## src/hw/nsmc_pkg.sv

```systemverilog
// Purpose: Shared constants for the nonvolatile security and mode control block.
// Assumes: 100 MHz core clock, 8-bit program control and configuration bytes.
// Notes: Mode codes are {mode_select_b_pin, mode_select_a_pin} after security masking.
package nsmc_pkg;

   localparam int CTL_W = 8;

   // Program control field positions.
   localparam int CTL_PGM_BIT = 0;
   localparam int CTL_LAT_BIT = 1;
   localparam int CTL_ERASE_BIT = 2;
   localparam int CTL_ROW_BIT = 3;
   localparam int CTL_BYTE_BIT = 4;
   localparam int CTL_ZERO_BIT = 5;
   localparam logic [CTL_W-1:0] CTL_RESET = 8'h00;

   // Configuration byte layout and values.
   localparam int SEC_DISABLE_BIT = 3;
   localparam logic [CTL_W-1:0] CFG_ERASED = 8'hFF;
   localparam logic [CTL_W-1:0] RAM_FILL_VALUE = 8'hFF;

   // Operating modes.
   typedef logic [1:0] nsmc_mode_t;
   localparam nsmc_mode_t MODE_BOOT = 2'h0;
   localparam nsmc_mode_t MODE_TEST = 2'h1;
   localparam nsmc_mode_t MODE_SINGLE = 2'h2;
   localparam nsmc_mode_t MODE_EXPANDED = 2'h3;

   // Program and erase high-voltage time.
   localparam int PROG_TIME_US = 10000;
   localparam int CLK_PERIOD_NS = 10;
   localparam int PROG_CYCLES = PROG_TIME_US * 1000 / CLK_PERIOD_NS;
   localparam int DLY_W = 20;

   // Bootstrap clearing sequencer.
   typedef enum logic [5:0] {
      SQ_IDLE = 6'h01,
      SQ_ERASE = 6'h02,
      SQ_FILL = 6'h04,
      SQ_VERIFY = 6'h08,
      SQ_UNLOCK = 6'h10,
      SQ_DOWNLOAD = 6'h20
   } nsmc_seq_e;

endpackage : nsmc_pkg

```

## src/hw/nsmc_top.sv

```systemverilog
// Purpose: Security engagement, mode selection, configuration byte update and
//    bootstrap clearing for the on-chip nonvolatile memory.
// Assumes: All inputs synchronous to clock_i; memory engines answer on mem_done_i.
// Notes: Security and mode are evaluated every cycle while rst_b_i is low.
`timescale 1ns/1ps
module nsmc_top #(
   parameter int unsigned PROG_DELAY_CYCLES = nsmc_pkg::PROG_CYCLES
) (
   input wire logic clock_i,
   input wire logic rst_b_i,
   input wire logic mask_secure_cap_i,
   input wire logic [nsmc_pkg::CTL_W-1:0] config_nv_i,
   input wire logic mode_select_a_pin_i,
   input wire logic mode_select_b_pin_i,
   input wire logic strobe_in_or_addr_strobe_pin_i,
   input wire logic addr_strobe_i,
   input wire logic ctl_wr_i,
   input wire logic [nsmc_pkg::CTL_W-1:0] ctl_wdata_i,
   input wire logic nvm_wr_i,
   input wire logic nvm_wr_config_i,
   input wire logic [nsmc_pkg::CTL_W-1:0] nvm_wdata_i,
   input wire logic mem_done_i,
   input wire logic mem_verify_ok_i,
   output logic [nsmc_pkg::CTL_W-1:0] nvm_program_control_o,
   output logic [nsmc_pkg::CTL_W-1:0] config_o,
   output logic config_update_o,
   output logic secure_o,
   output nsmc_pkg::nsmc_mode_t op_mode_o,
   output logic ext_bus_drive_o,
   output logic strobe_in_or_addr_strobe_pin_o,
   output logic strobe_in_or_addr_strobe_pin_oe_o,
   output logic strobe_a_o,
   output logic ee_read_enable_o,
   output logic rom_access_o,
   output logic ee_bulk_erase_o,
   output logic ram_fill_o,
   output logic [nsmc_pkg::CTL_W-1:0] ram_fill_data_o,
   output logic mem_verify_o,
   output logic download_start_o
);
   import nsmc_pkg::*;

   logic [CTL_W-1:0] ctl_r;
   logic [CTL_W-1:0] config_r;
   logic [CTL_W-1:0] data_r;
   logic armed_r;
   logic tgt_cfg_r;
   logic secure_r;
   nsmc_mode_t mode_r;
   logic cfg_upd_r;
   logic ext_r;
   logic pin_do_r;
   logic pin_oe_r;
   logic stra_r;
   logic rom_r;
   logic bulk_r;
   logic fill_r;
   logic verify_r;
   logic dl_r;
   logic [CTL_W-1:0] fill_data_r;
   logic rde_r;
   nsmc_seq_e seq_r;
   nsmc_seq_e seq_nxt;
   logic timer_done;

   // Security capability and mode evaluation, used while in reset.
   wire secure_eval = mask_secure_cap_i && !config_nv_i[SEC_DISABLE_BIT];
   wire mode_a_eff = mode_select_a_pin_i && !secure_eval;
   wire nsmc_mode_t mode_eval = {mode_select_b_pin_i, mode_a_eff};
   wire expanded = (mode_r == MODE_EXPANDED);

   // Program control write decode.
   wire pgm_req = ctl_wdata_i[CTL_PGM_BIT] && ctl_r[CTL_LAT_BIT];
   wire [CTL_W-1:0] ctl_nxt = {ctl_wdata_i[CTL_W-1:CTL_ZERO_BIT+1], 1'b0,
      ctl_wdata_i[CTL_BYTE_BIT:CTL_LAT_BIT], pgm_req};
   wire timer_start = ctl_wr_i && pgm_req && !ctl_r[CTL_PGM_BIT];
   wire timer_abort = ctl_wr_i && !pgm_req;
   wire capture = nvm_wr_i && ctl_r[CTL_LAT_BIT] && !ctl_r[CTL_PGM_BIT];

   // Operation applied when the high-voltage period completes.
   wire op_done = timer_done && armed_r && ctl_r[CTL_PGM_BIT];
   wire erase_sel = ctl_r[CTL_ERASE_BIT];
   wire bulk_sel = erase_sel && !ctl_r[CTL_BYTE_BIT] && !ctl_r[CTL_ROW_BIT];
   wire cpu_bulk = op_done && bulk_sel;
   wire cfg_erase = cpu_bulk && tgt_cfg_r;
   wire cfg_prog = op_done && !erase_sel && tgt_cfg_r;
   wire unlock = (seq_r == SQ_UNLOCK);

   wire [CTL_W-1:0] config_nxt = (cfg_erase || unlock) ? CFG_ERASED :
      cfg_prog ? (config_r & data_r) : config_r;

   // Bootstrap clearing sequencer; the exit from reset in bootstrap starts it.
   always_comb
   begin
      seq_nxt = seq_r;
      case (seq_r)
         SQ_IDLE:
            if (mode_r == MODE_BOOT)
               seq_nxt = secure_r ? SQ_ERASE : SQ_DOWNLOAD;
         SQ_ERASE:
            if (mem_done_i)
               seq_nxt = SQ_FILL;
         SQ_FILL:
            if (mem_done_i)
               seq_nxt = SQ_VERIFY;
         SQ_VERIFY:
            if (mem_done_i)
               seq_nxt = mem_verify_ok_i ? SQ_UNLOCK : SQ_ERASE;
         SQ_UNLOCK:
            seq_nxt = SQ_DOWNLOAD;
         SQ_DOWNLOAD:
            seq_nxt = SQ_DOWNLOAD;
         default:
            seq_nxt = SQ_IDLE;
      endcase
   end

   wire enter_erase = (seq_nxt == SQ_ERASE) && (seq_r != SQ_ERASE);
   wire enter_fill = (seq_nxt == SQ_FILL) && (seq_r != SQ_FILL);
   wire enter_verify = (seq_nxt == SQ_VERIFY) && (seq_r != SQ_VERIFY);
   wire enter_dl = (seq_nxt == SQ_DOWNLOAD) && (seq_r != SQ_DOWNLOAD);

   nsmc_delay #(
      .CYCLES(PROG_DELAY_CYCLES)
   ) u_delay (
      .clock_i(clock_i),
      .rst_b_i(rst_b_i),
      .start_i(timer_start),
      .abort_i(timer_abort),
      .done_o(timer_done)
   );

   // While in reset, security and mode follow the pins and the stored byte.
   always_ff @(posedge clock_i)
   begin
      if (!rst_b_i)
      begin
         config_r <= config_nv_i;
         secure_r <= secure_eval;
         mode_r <= mode_eval;
      end
      else
      begin
         config_r <= config_nxt;
         if (unlock)
            secure_r <= 1'b0;
      end
   end

   // Program control register and captured address and data.
   always_ff @(posedge clock_i)
   begin
      if (!rst_b_i)
      begin
         ctl_r <= CTL_RESET;
         armed_r <= 1'b0;
         tgt_cfg_r <= 1'b0;
         data_r <= CFG_ERASED;
         cfg_upd_r <= 1'b0;
         rde_r <= 1'b1;
      end
      else
      begin
         cfg_upd_r <= (config_nxt != config_r);
         if (ctl_wr_i)
         begin
            ctl_r <= ctl_nxt;
            // Read enable tracks the latch bit being stored, so it moves with ctl_r.
            rde_r <= !ctl_wdata_i[CTL_LAT_BIT];
         end
         if (ctl_wr_i && !ctl_wdata_i[CTL_LAT_BIT])
            armed_r <= 1'b0;
         else if (capture)
         begin
            armed_r <= 1'b1;
            tgt_cfg_r <= nvm_wr_config_i;
            data_r <= nvm_wdata_i;
         end
      end
   end

   // Pin and bus visibility; the strobe pin is also steered during reset.
   always_ff @(posedge clock_i)
   begin
      if (!rst_b_i)
      begin
         ext_r <= 1'b0;
         pin_do_r <= 1'b0;
         pin_oe_r <= (mode_eval == MODE_EXPANDED);
         stra_r <= 1'b0;
         rom_r <= 1'b0;
      end
      else
      begin
         ext_r <= expanded;
         pin_do_r <= addr_strobe_i && expanded;
         pin_oe_r <= expanded;
         stra_r <= strobe_in_or_addr_strobe_pin_i && !expanded;
         rom_r <= 1'b1;
      end
   end

   // Memory clearing requests, one-cycle pulses.
   always_ff @(posedge clock_i)
   begin
      if (!rst_b_i)
      begin
         seq_r <= SQ_IDLE;
         bulk_r <= 1'b0;
         fill_r <= 1'b0;
         verify_r <= 1'b0;
         dl_r <= 1'b0;
         fill_data_r <= RAM_FILL_VALUE;
      end
      else
      begin
         seq_r <= seq_nxt;
         bulk_r <= enter_erase || cpu_bulk;
         fill_r <= enter_fill;
         verify_r <= enter_verify;
         dl_r <= enter_dl;
         fill_data_r <= RAM_FILL_VALUE;
      end
   end

   assign nvm_program_control_o = ctl_r;
   assign config_o = config_r;
   assign config_update_o = cfg_upd_r;
   assign secure_o = secure_r;
   assign op_mode_o = mode_r;
   assign ext_bus_drive_o = ext_r;
   assign strobe_in_or_addr_strobe_pin_o = pin_do_r;
   assign strobe_in_or_addr_strobe_pin_oe_o = pin_oe_r;
   assign strobe_a_o = stra_r;
   // EEPROM reads are blocked only by the program latch, never by security.
   assign ee_read_enable_o = rde_r;
   assign rom_access_o = rom_r;
   assign ee_bulk_erase_o = bulk_r;
   assign ram_fill_o = fill_r;
   assign ram_fill_data_o = fill_data_r;
   assign mem_verify_o = verify_r;
   assign download_start_o = dl_r;

endmodule : nsmc_top

```

## src/hw/nsmc_delay.sv

```systemverilog
// Purpose: One-shot cycle timer for the program and erase high-voltage period.
// Assumes: start_i and abort_i are one-cycle pulses; abort wins over a running count.
// Notes: done_o is a one-cycle pulse CYCLES clock edges after start.
`timescale 1ns/1ps
module nsmc_delay #(
   parameter int unsigned CYCLES = 1000000
) (
   input wire logic clock_i,
   input wire logic rst_b_i,
   input wire logic start_i,
   input wire logic abort_i,
   output logic done_o
);
   import nsmc_pkg::*;

   localparam logic [DLY_W-1:0] LOAD = DLY_W'(CYCLES - 1);

   logic [DLY_W-1:0] count_r;
   logic running_r;
   logic done_r;

   wire expire = running_r && (count_r == '0) && !abort_i;

   always_ff @(posedge clock_i)
   begin
      if (!rst_b_i)
      begin
         count_r <= '0;
         running_r <= 1'b0;
         done_r <= 1'b0;
      end
      else
      begin
         done_r <= expire;
         if (abort_i || expire)
            running_r <= 1'b0;
         else if (start_i)
         begin
            running_r <= 1'b1;
            count_r <= LOAD;
         end
         else if (running_r)
            count_r <= count_r - 1'b1;
      end
   end

   assign done_o = done_r;

endmodule : nsmc_delay

```

## config.mk

```make
export PLATFORM = sky130hd
export DESIGN_NAME = nsmc_top
export DESIGN_NICKNAME = d
export VERILOG_FILES = /design/src/hw/nsmc_pkg.sv /design/src/hw/nsmc_top.sv /design/src/hw/nsmc_delay.sv
export SDC_FILE = /design/constraint.sdc
export NUM_CORES = 1
export LEC_CHECK = 0
export BUFFER_PORTS_ARGS = -buffer_cell sky130_fd_sc_hd__buf_2
export CAP_MARGIN = 0
export CORE_AREA = 3 3 84 86
export DETAILED_ROUTE_END_ITERATION = 8
export DIE_AREA = 0 0 87 89
export PLACE_DENSITY = 0.84
export SKIP_CTS_REPAIR_TIMING = 1
export SYNTH_ARGS = -nofsm -noshare
export SYNTH_HDL_FRONTEND = slang
export SYNTH_HIERARCHICAL = 1
export SYNTH_SLANG_ARGS = --single-unit
```

## constraint.sdc

```tcl
create_clock -name clock_i -period 2.2 [get_ports clock_i]
set_input_delay 0.22 -clock clock_i [delete_from_list [all_inputs] [get_ports clock_i]]
set_output_delay 0.22 -clock clock_i [all_outputs]
set_load 0.005 [all_outputs]
```

# After elaboration in Yosys (flattened, before gate mapping)
# Index checks and enable logic that the tools add are counted.
[totals]
mem_count = 0
latchBits = 0
ramBits = 0
wordCells = 107
reg_bits = 67
rom_bits = 0
[classes]
shift = 0
multipliers = 0
n_reduce_logical = 46
add_sub_neg = 1
muxes = 16
bitwise = 4
magnitude_cmp = 0
n_eq_ne = 18
n_div = 0
[op_table]
columns = ["operator", "count"]
rows = [
  ["2-to-1 mux 20 bit", 2],
  ["2-to-1 mux 6 bit", 5],
  ["one-hot mux 6 bit (5 select lines)", 1],
  ["logical AND 1 bit", 25],
  ["2-to-1 mux 8 bit", 3],
  ["logical NOT 20 bit", 1],
  ["subtractor 20 x 1 -> 20 bit (second input constant)", 1],
  ["== test 6 x 2 -> 1 bit (second input constant)", 2],
  ["== test 6 x 3 -> 1 bit (second input constant)", 2],
  ["== test 6 x 4 -> 1 bit (second input constant)", 2],
  ["== test 6 bit (second input constant)", 2],
  ["logical NOT 1 bit", 10],
  ["AND 8 bit", 1],
  ["!= test 8 bit", 1],
  ["== test 6 x 1 -> 1 bit (second input constant)", 1],
  ["== test 6 x 5 -> 1 bit (second input constant)", 1],
  ["!= test 6 x 2 -> 1 bit (second input constant)", 1],
  ["!= test 6 x 3 -> 1 bit (second input constant)", 1],
  ["!= test 6 x 4 -> 1 bit (second input constant)", 1],
  ["!= test 6 bit (second input constant)", 1],
  ["OR reduction 2 bit", 3],
  ["2-to-1 mux 5 bit", 1],
  ["== test 2 bit (second input constant)", 2],
  ["2-to-1 mux 1 bit", 4],
  ["6 further kinds", 11],
]

# Longest topological paths before layout
[depth]
word_depth = 8
depth_mapped = 8
ltp_nobuf = 7

# Hierarchy
# The synthesis kept the hierarchy.
[modules_own_cells]
columns = ["module", "area_per_inst_um2", "seq_area_each_um2", "instances", "cells_each"]
rows = [
  ["nsmc_top", 1918.1, 930.9, 1, 212],
  ["nsmc_delay", 1252.5, 440.4, 1, 148],
]

# Worst setup path after synthesis
# Ideal clock, no wire load.
[synth_timing]
kind = "input to register"
startpoint = "input ctl_wr_i"
endpoint = "register u_delay.count_r[1]"
arrival_ns = 1.892
path_buffers = 2
setup_time_ns = 0.091
path_slack_ns = 0.217
stages = 7
path_cell_list = "clkbuf_1 nor3b_1 o21ai_1 a21oi_2 buf_2 nor2_1 a311oi_1"
[synth_between]
word_cells_on_any_way = 10
cone_classes = "1 x mux; 1 x bitwise; 8 x reduce/logical"
[synth_lines]
columns = ["element", "line", "source"]
rows = [
  ["start, declared", "nsmc_top.sv:17", "input wire logic ctl_wr_i,"],
  ["logical AND 1 bit * (2 in series)", "nsmc_top.sv:76", "wire timer_start = ctl_wr_i && pgm_req && !ctl_r[CTL_PGM_BIT];"],
  ["net timer_start", "nsmc_top.sv:76", ""],
  ["nonzero test 2 bit (no line)", "n/a", ""],
  ["AND reduction 2 bit (no line)", "n/a", ""],
  ["end signal, assigned", "nsmc_delay.sv:43", "count_r <= count_r - 1'b1;"],
  ["end, declared", "nsmc_delay.sv:18", "logic [DLY_W-1:0] count_r;"],
]
# Mark *: on every way through the listed nets, which the timed path passes. The rest lies on a longest branch.
# A chain may end at the register's enable or synchronous reset.

# Worst setup path after layout
[layout_timing]
startpoint = "register u_delay.count_r[5]"
endpoint = "register u_delay.count_r[2]"
[layout_between]
elab_chain_len = 6
[layout_lines]
columns = ["element", "line", "source"]
rows = [
  ["logical NOT 20 bit", "nsmc_delay.sv:22", "wire expire = running_r && (count_r == '0) && !abort_i;"],
  ["logical AND 1 bit (2 in series)", "nsmc_delay.sv:22", ""],
  ["logical OR 1 bit", "nsmc_delay.sv:35", "if (abort_i || expire)"],
  ["inverter 1 bit (no line)", "n/a", ""],
  ["AND reduction 2 bit (no line)", "n/a", ""],
]
# No other way between the ends.

==> results.rst <==
.. list-table::
   :header-rows: 1

   * - Metric
     - Value
   * - Total congestion overflow after global routing
     - 0
   * - Clock sinks
     - 67
   * - Run status
     - finished, final reports clean
   * - Fin. Hold Viols
     - 0
   * - Slowest cell on the critical path
     - sky130_fd_sc_hd__or4_4
   * - Switching Share
     - 0.267
   * - Data arrival time of the worst path
     - 2340 ps
   * - Setup CP Type
     - register to register
   * - Share of the synthesized netlist area taken by xor and xnor gates
     - 0.00829
   * - Fraction of registers with async set or reset after synthesis
     - 0
   * - Unique cell type count in the Yosys netlist
     - 59
   * - Reg-to-reg endpoint
     - u_delay/count_r[2]
   * - Max-cap violation count
     - 0
   * - HPWL reported at the end of detailed placement
     - 5.46 mm
   * - DRC violation total after the first TritonRoute iteration
     - 154
   * - Startpoint of the lowest-slack hold path
     - mode_select_b_pin_i
   * - Core ar.
     - 6350 µm²
   * - Critical Path Start Type
     - register
   * - Num rows
     - 29
   * - Number of diodes
     - 0
   * - DIE AREA
     - 7740 µm²
   * - Max VDD drop
     - 0.000439 V
   * - Maximum cell stage delay along the critical path
     - 580 ps
   * - Leakage
     - 1.63 nW
   * - Overall via count from detail_route
     - 2,912
   * - Post-route minimum period
     - 2100 ps
   * - CTS tree
     - built
   * - EDFF count, synth
     - 3
   * - Non-filler cells in the finished layout
     - 510
   * - Area growth from synthesis to layout
     - 18.9%
   * - Cell area power density
     - 717 nW/µm²
   * - Switching power of the nets
     - 723 µW
   * - Pins Over Slew Limit
     - 0
   * - Clock power frac
     - 0.366
   * - Most used cells in the layout excluding fill and tap cells
     - sky130_fd_sc_hd__dfxtp_1, sky130_fd_sc_hd__buf_2, sky130_fd_sc_hd__nor2_1
   * - Power Internal
     - 1.98 mW
   * - Sequential element share of the synthesized area
     - 0.433
   * - DRC violations left
     - 0
   * - Post-Synthesis Cell Area
     - 3170 µm²
   * - Critical Path Source
     - u_delay/count_r[5]
   * - Antenna violations before repair
     - 0
   * - Post-synthesis register bit count
     - 67
   * - Total power
     - 2.70 mW
   * - Number of nets in the layout
     - 466
   * - Register-to-register setup slack
     - 100 ps
   * - CTS H-tree lvls
     - 3
   * - Worst setup skew after layout
     - 16.5 ps
   * - Post-synthesis adder-cell area fraction
     - 0.00789
   * - Wire length of the first global-routing pass
     - 11.9 mm
   * - Combinational power share
     - 0.144
   * - Routed WL per cell
     - 14.7 µm
   * - R2R Path Start
     - u_delay/count_r[5]
   * - Instance count along the most critical hold path
     - 1
   * - Effective utilization at floorplan
     - 0.499
   * - Buf/Inv on CP
     - 1
   * - Actual transition at the worst max-transition pin
     - 514 ps
   * - Post-synthesis mux area share
     - 0.0667
   * - Number of placed instances with taps included
     - 494
   * - Worst setup EP type
     - register
   * - Kind of cell adding the most delay to the critical path
     - simple AND/OR/NAND/NOR gates
   * - Total detailed-routing wirelength
     - 7.48 mm
   * - Number of vias per cell after detailed routing
     - 5.71
   * - Remaining max-slew budget at the tightest pin
     - 0.655
   * - Sequential group share of total power
     - 0.490
   * - Number of buffers created by CTS
     - 9
   * - DR pass1 iterations
     - 5
   * - Die Span X
     - 87 µm
   * - Count of boundary I/O pins
     - 74
   * - Vias in the first global route
     - 2,637
   * - Worst EP required
     - 2440 ps
   * - Share of final-layout standard cells stronger than drive strength 1
     - 0.256
   * - Setup violators final
     - 0
   * - Commonest non-fill, non-tap cell in the layout
     - sky130_fd_sc_hd__dfxtp_1
   * - Largest driver fanout on the critical path
     - 6
   * - Count of buffers from port buffering
     - 63
   * - Leading register cell type out of synthesis
     - sky130_fd_sc_hd__dfxtp_1
   * - Last weighted congestion value of the routability-driven placer
     - 0.903
   * - Total of warnings raised by yosys
     - 6
   * - Endpoint of the worst hold path
     - op_mode_o[1]
   * - Fraction of the mapped netlist area in compound gates
     - 0.157
   * - Clock latency of the later-clocked register in the worst-skew pair
     - 340 ps
   * - Cell at the root of the clock tree
     - sky130_fd_sc_hd__clkbuf_8
   * - Fin Setup TNS
     - 0 ps
   * - Combinational family with the most area after synthesis
     - simple AND/OR/NAND/NOR gates
   * - Crit-path cells
     - or4_4 > nor4_4 > a21oi_4 > buf_4 > and2_4 > a311oi_1
   * - Depth of the worst register-to-register path
     - 6
   * - Clock Path Buffers
     - 2
   * - Achievable frequency
     - 477 MHz
   * - Simple-gate share of the synthesized area
     - 0.259
   * - Height of the chip
     - 89 µm
   * - Global router's overall resource usage
     - 0.194
   * - Largest net degree at the start of global routing
     - 22
   * - Crit share post-route
     - 0.953
   * - Per-instance average area after synthesis
     - 8.81 µm²
   * - ANT nets after route
     - 0
   * - Clock transition at the register clock pins on the worst setup and hold paths after CTS
     - 80 ps
   * - Mapped Cells
     - 360
   * - Class of the most critical hold timing path
     - input pin to register
[registers in the layout (all words and copies together) (netlist names)]
name	cells
rom_access_o	1
config_update_o	1
config_o	8
nvm_program_control_o	7
strobe_in_or_addr_strobe_pin_oe_o	1
tgt_cfg_r	1
armed_r	1
strobe_a_o	1
ee_read_enable_o	1
ram_fill_o	1
strobe_in_or_addr_strobe_pin_o	1
data_r	8
u_delay/count_r	20
mem_verify_o	1
u_delay/running_r	1
u_delay/done_o	1
secure_o	1
ee_bulk_erase_o	1
op_mode_o	2
seq_r	6
ext_bus_drive_o	1
download_start_o	1
[how the worst max path moves through the flow]
stage                          endpoint  slack [ps]  depth (start not counted)
global placement     u_delay/count_r[5]         180                          6
CTS                 u_delay/count_r[16]          90                          8
floorplan            u_delay/count_r[1]         220                          7
finish               u_delay/count_r[2]         100                          6
global route         u_delay/count_r[4]         -10                          6
detailed placement  u_delay/count_r[14]         120                          8
[metrics by stage]
stage / setup slack [ps] / cell area [µm²] / hold WS [ps] / util
global placement: 180 / 3570 / 418 / 0.562
finish: 104 / 3770 / 70.2 / 0.594
floorplan: 217 / 3200 / 248 / -
CTS: 92.8 / 3760 / 55.6 / 0.592
detailed placement: 116 / 3570 / 419 / 0.562
global route: -11.8 / 3770 / 61.1 / 0.594
[Yosys cell counts (all sizes together) (2+ instances only)]
cell / number / share of area
or4: 4 / 0.011
nand4: 5 / 0.012
a311oi: 5 / 0.014
o21ai: 18 / 0.028
inv: 12 / 0.014
ha: 2 / 0.0079
edfxtp: 3 / 0.028
conb: 2 / 0.0024
o211ai: 2 / 0.0047
nand2b: 8 / 0.016
o41ai: 3 / 0.0083
nand2: 25 / 0.030
or2: 5 / 0.0099
dfxtp: 64 / 0.40
o221a: 2 / 0.0071
xnor2: 2 / 0.0055
mux2i: 20 / 0.063
nor3: 17 / 0.027
o221ai: 2 / 0.0055
o21a: 2 / 0.0047
buf: 18 / 0.039
and2: 4 / 0.0087
nor2: 34 / 0.040
nor3b: 5 / 0.012
clkbuf: 10 / 0.012
and3: 3 / 0.0075
o2111ai: 3 / 0.0083
a41oi: 2 / 0.0055
nor4b: 3 / 0.0083
o211a: 2 / 0.0063
nor4: 14 / 0.036
a21oi: 30 / 0.049
nand3: 12 / 0.019
a31o: 2 / 0.0055
nand3b: 3 / 0.0071
[cells by family (layout without fill, tap and decap cells)]
family	count (synthesis)	in the layout
and+or+nand+nor	147	147
AOI/OAI and AO/OA	77	77
DFF	67	67
buffers and inverters	41	107
muxes	21	21
xor gates and xnor gates	3	3
adders and majority gates	2	2
other	2	9
[power by group through the flow]
| stage | clock (mW) | sequential (mW) | combinational [mW] |
|---|---|---|---|
| 3_3_place_gp | 0 | 1.35 | 0.371 |
| 2_1_floorplan | 0 | 1.35 | 0.255 |
| 4_1_cts | 1.01 | 1.32 | 0.383 |
| 6_report | 0.989 | 1.33 | 0.390 |
| 5_1_grt | 1.05 | 1.33 | 0.436 |
| 3_5_place_dp | 0 | 1.35 | 0.381 |
[layout make-up]
type	count	area [µm²]
fill	542	2580
multi-input combinational	259	1630
sequential	67	1370
timing repair buffer	78	428
clock buffer	10	128
tap	77	96.3
clock inverter	6	67.6
inverter	13	48.8
[routing by layer]
layer	up-vias	global-route usage	part of all wire
met4	0	0.0765	0.014
met2	119	0.333	0.48
met1	1348	0.233	0.42
met3	10	0.0488	0.077
met5	-	0	0
li1	1435	-	-
Note: power is estimated with default switching activity, not from simulation.
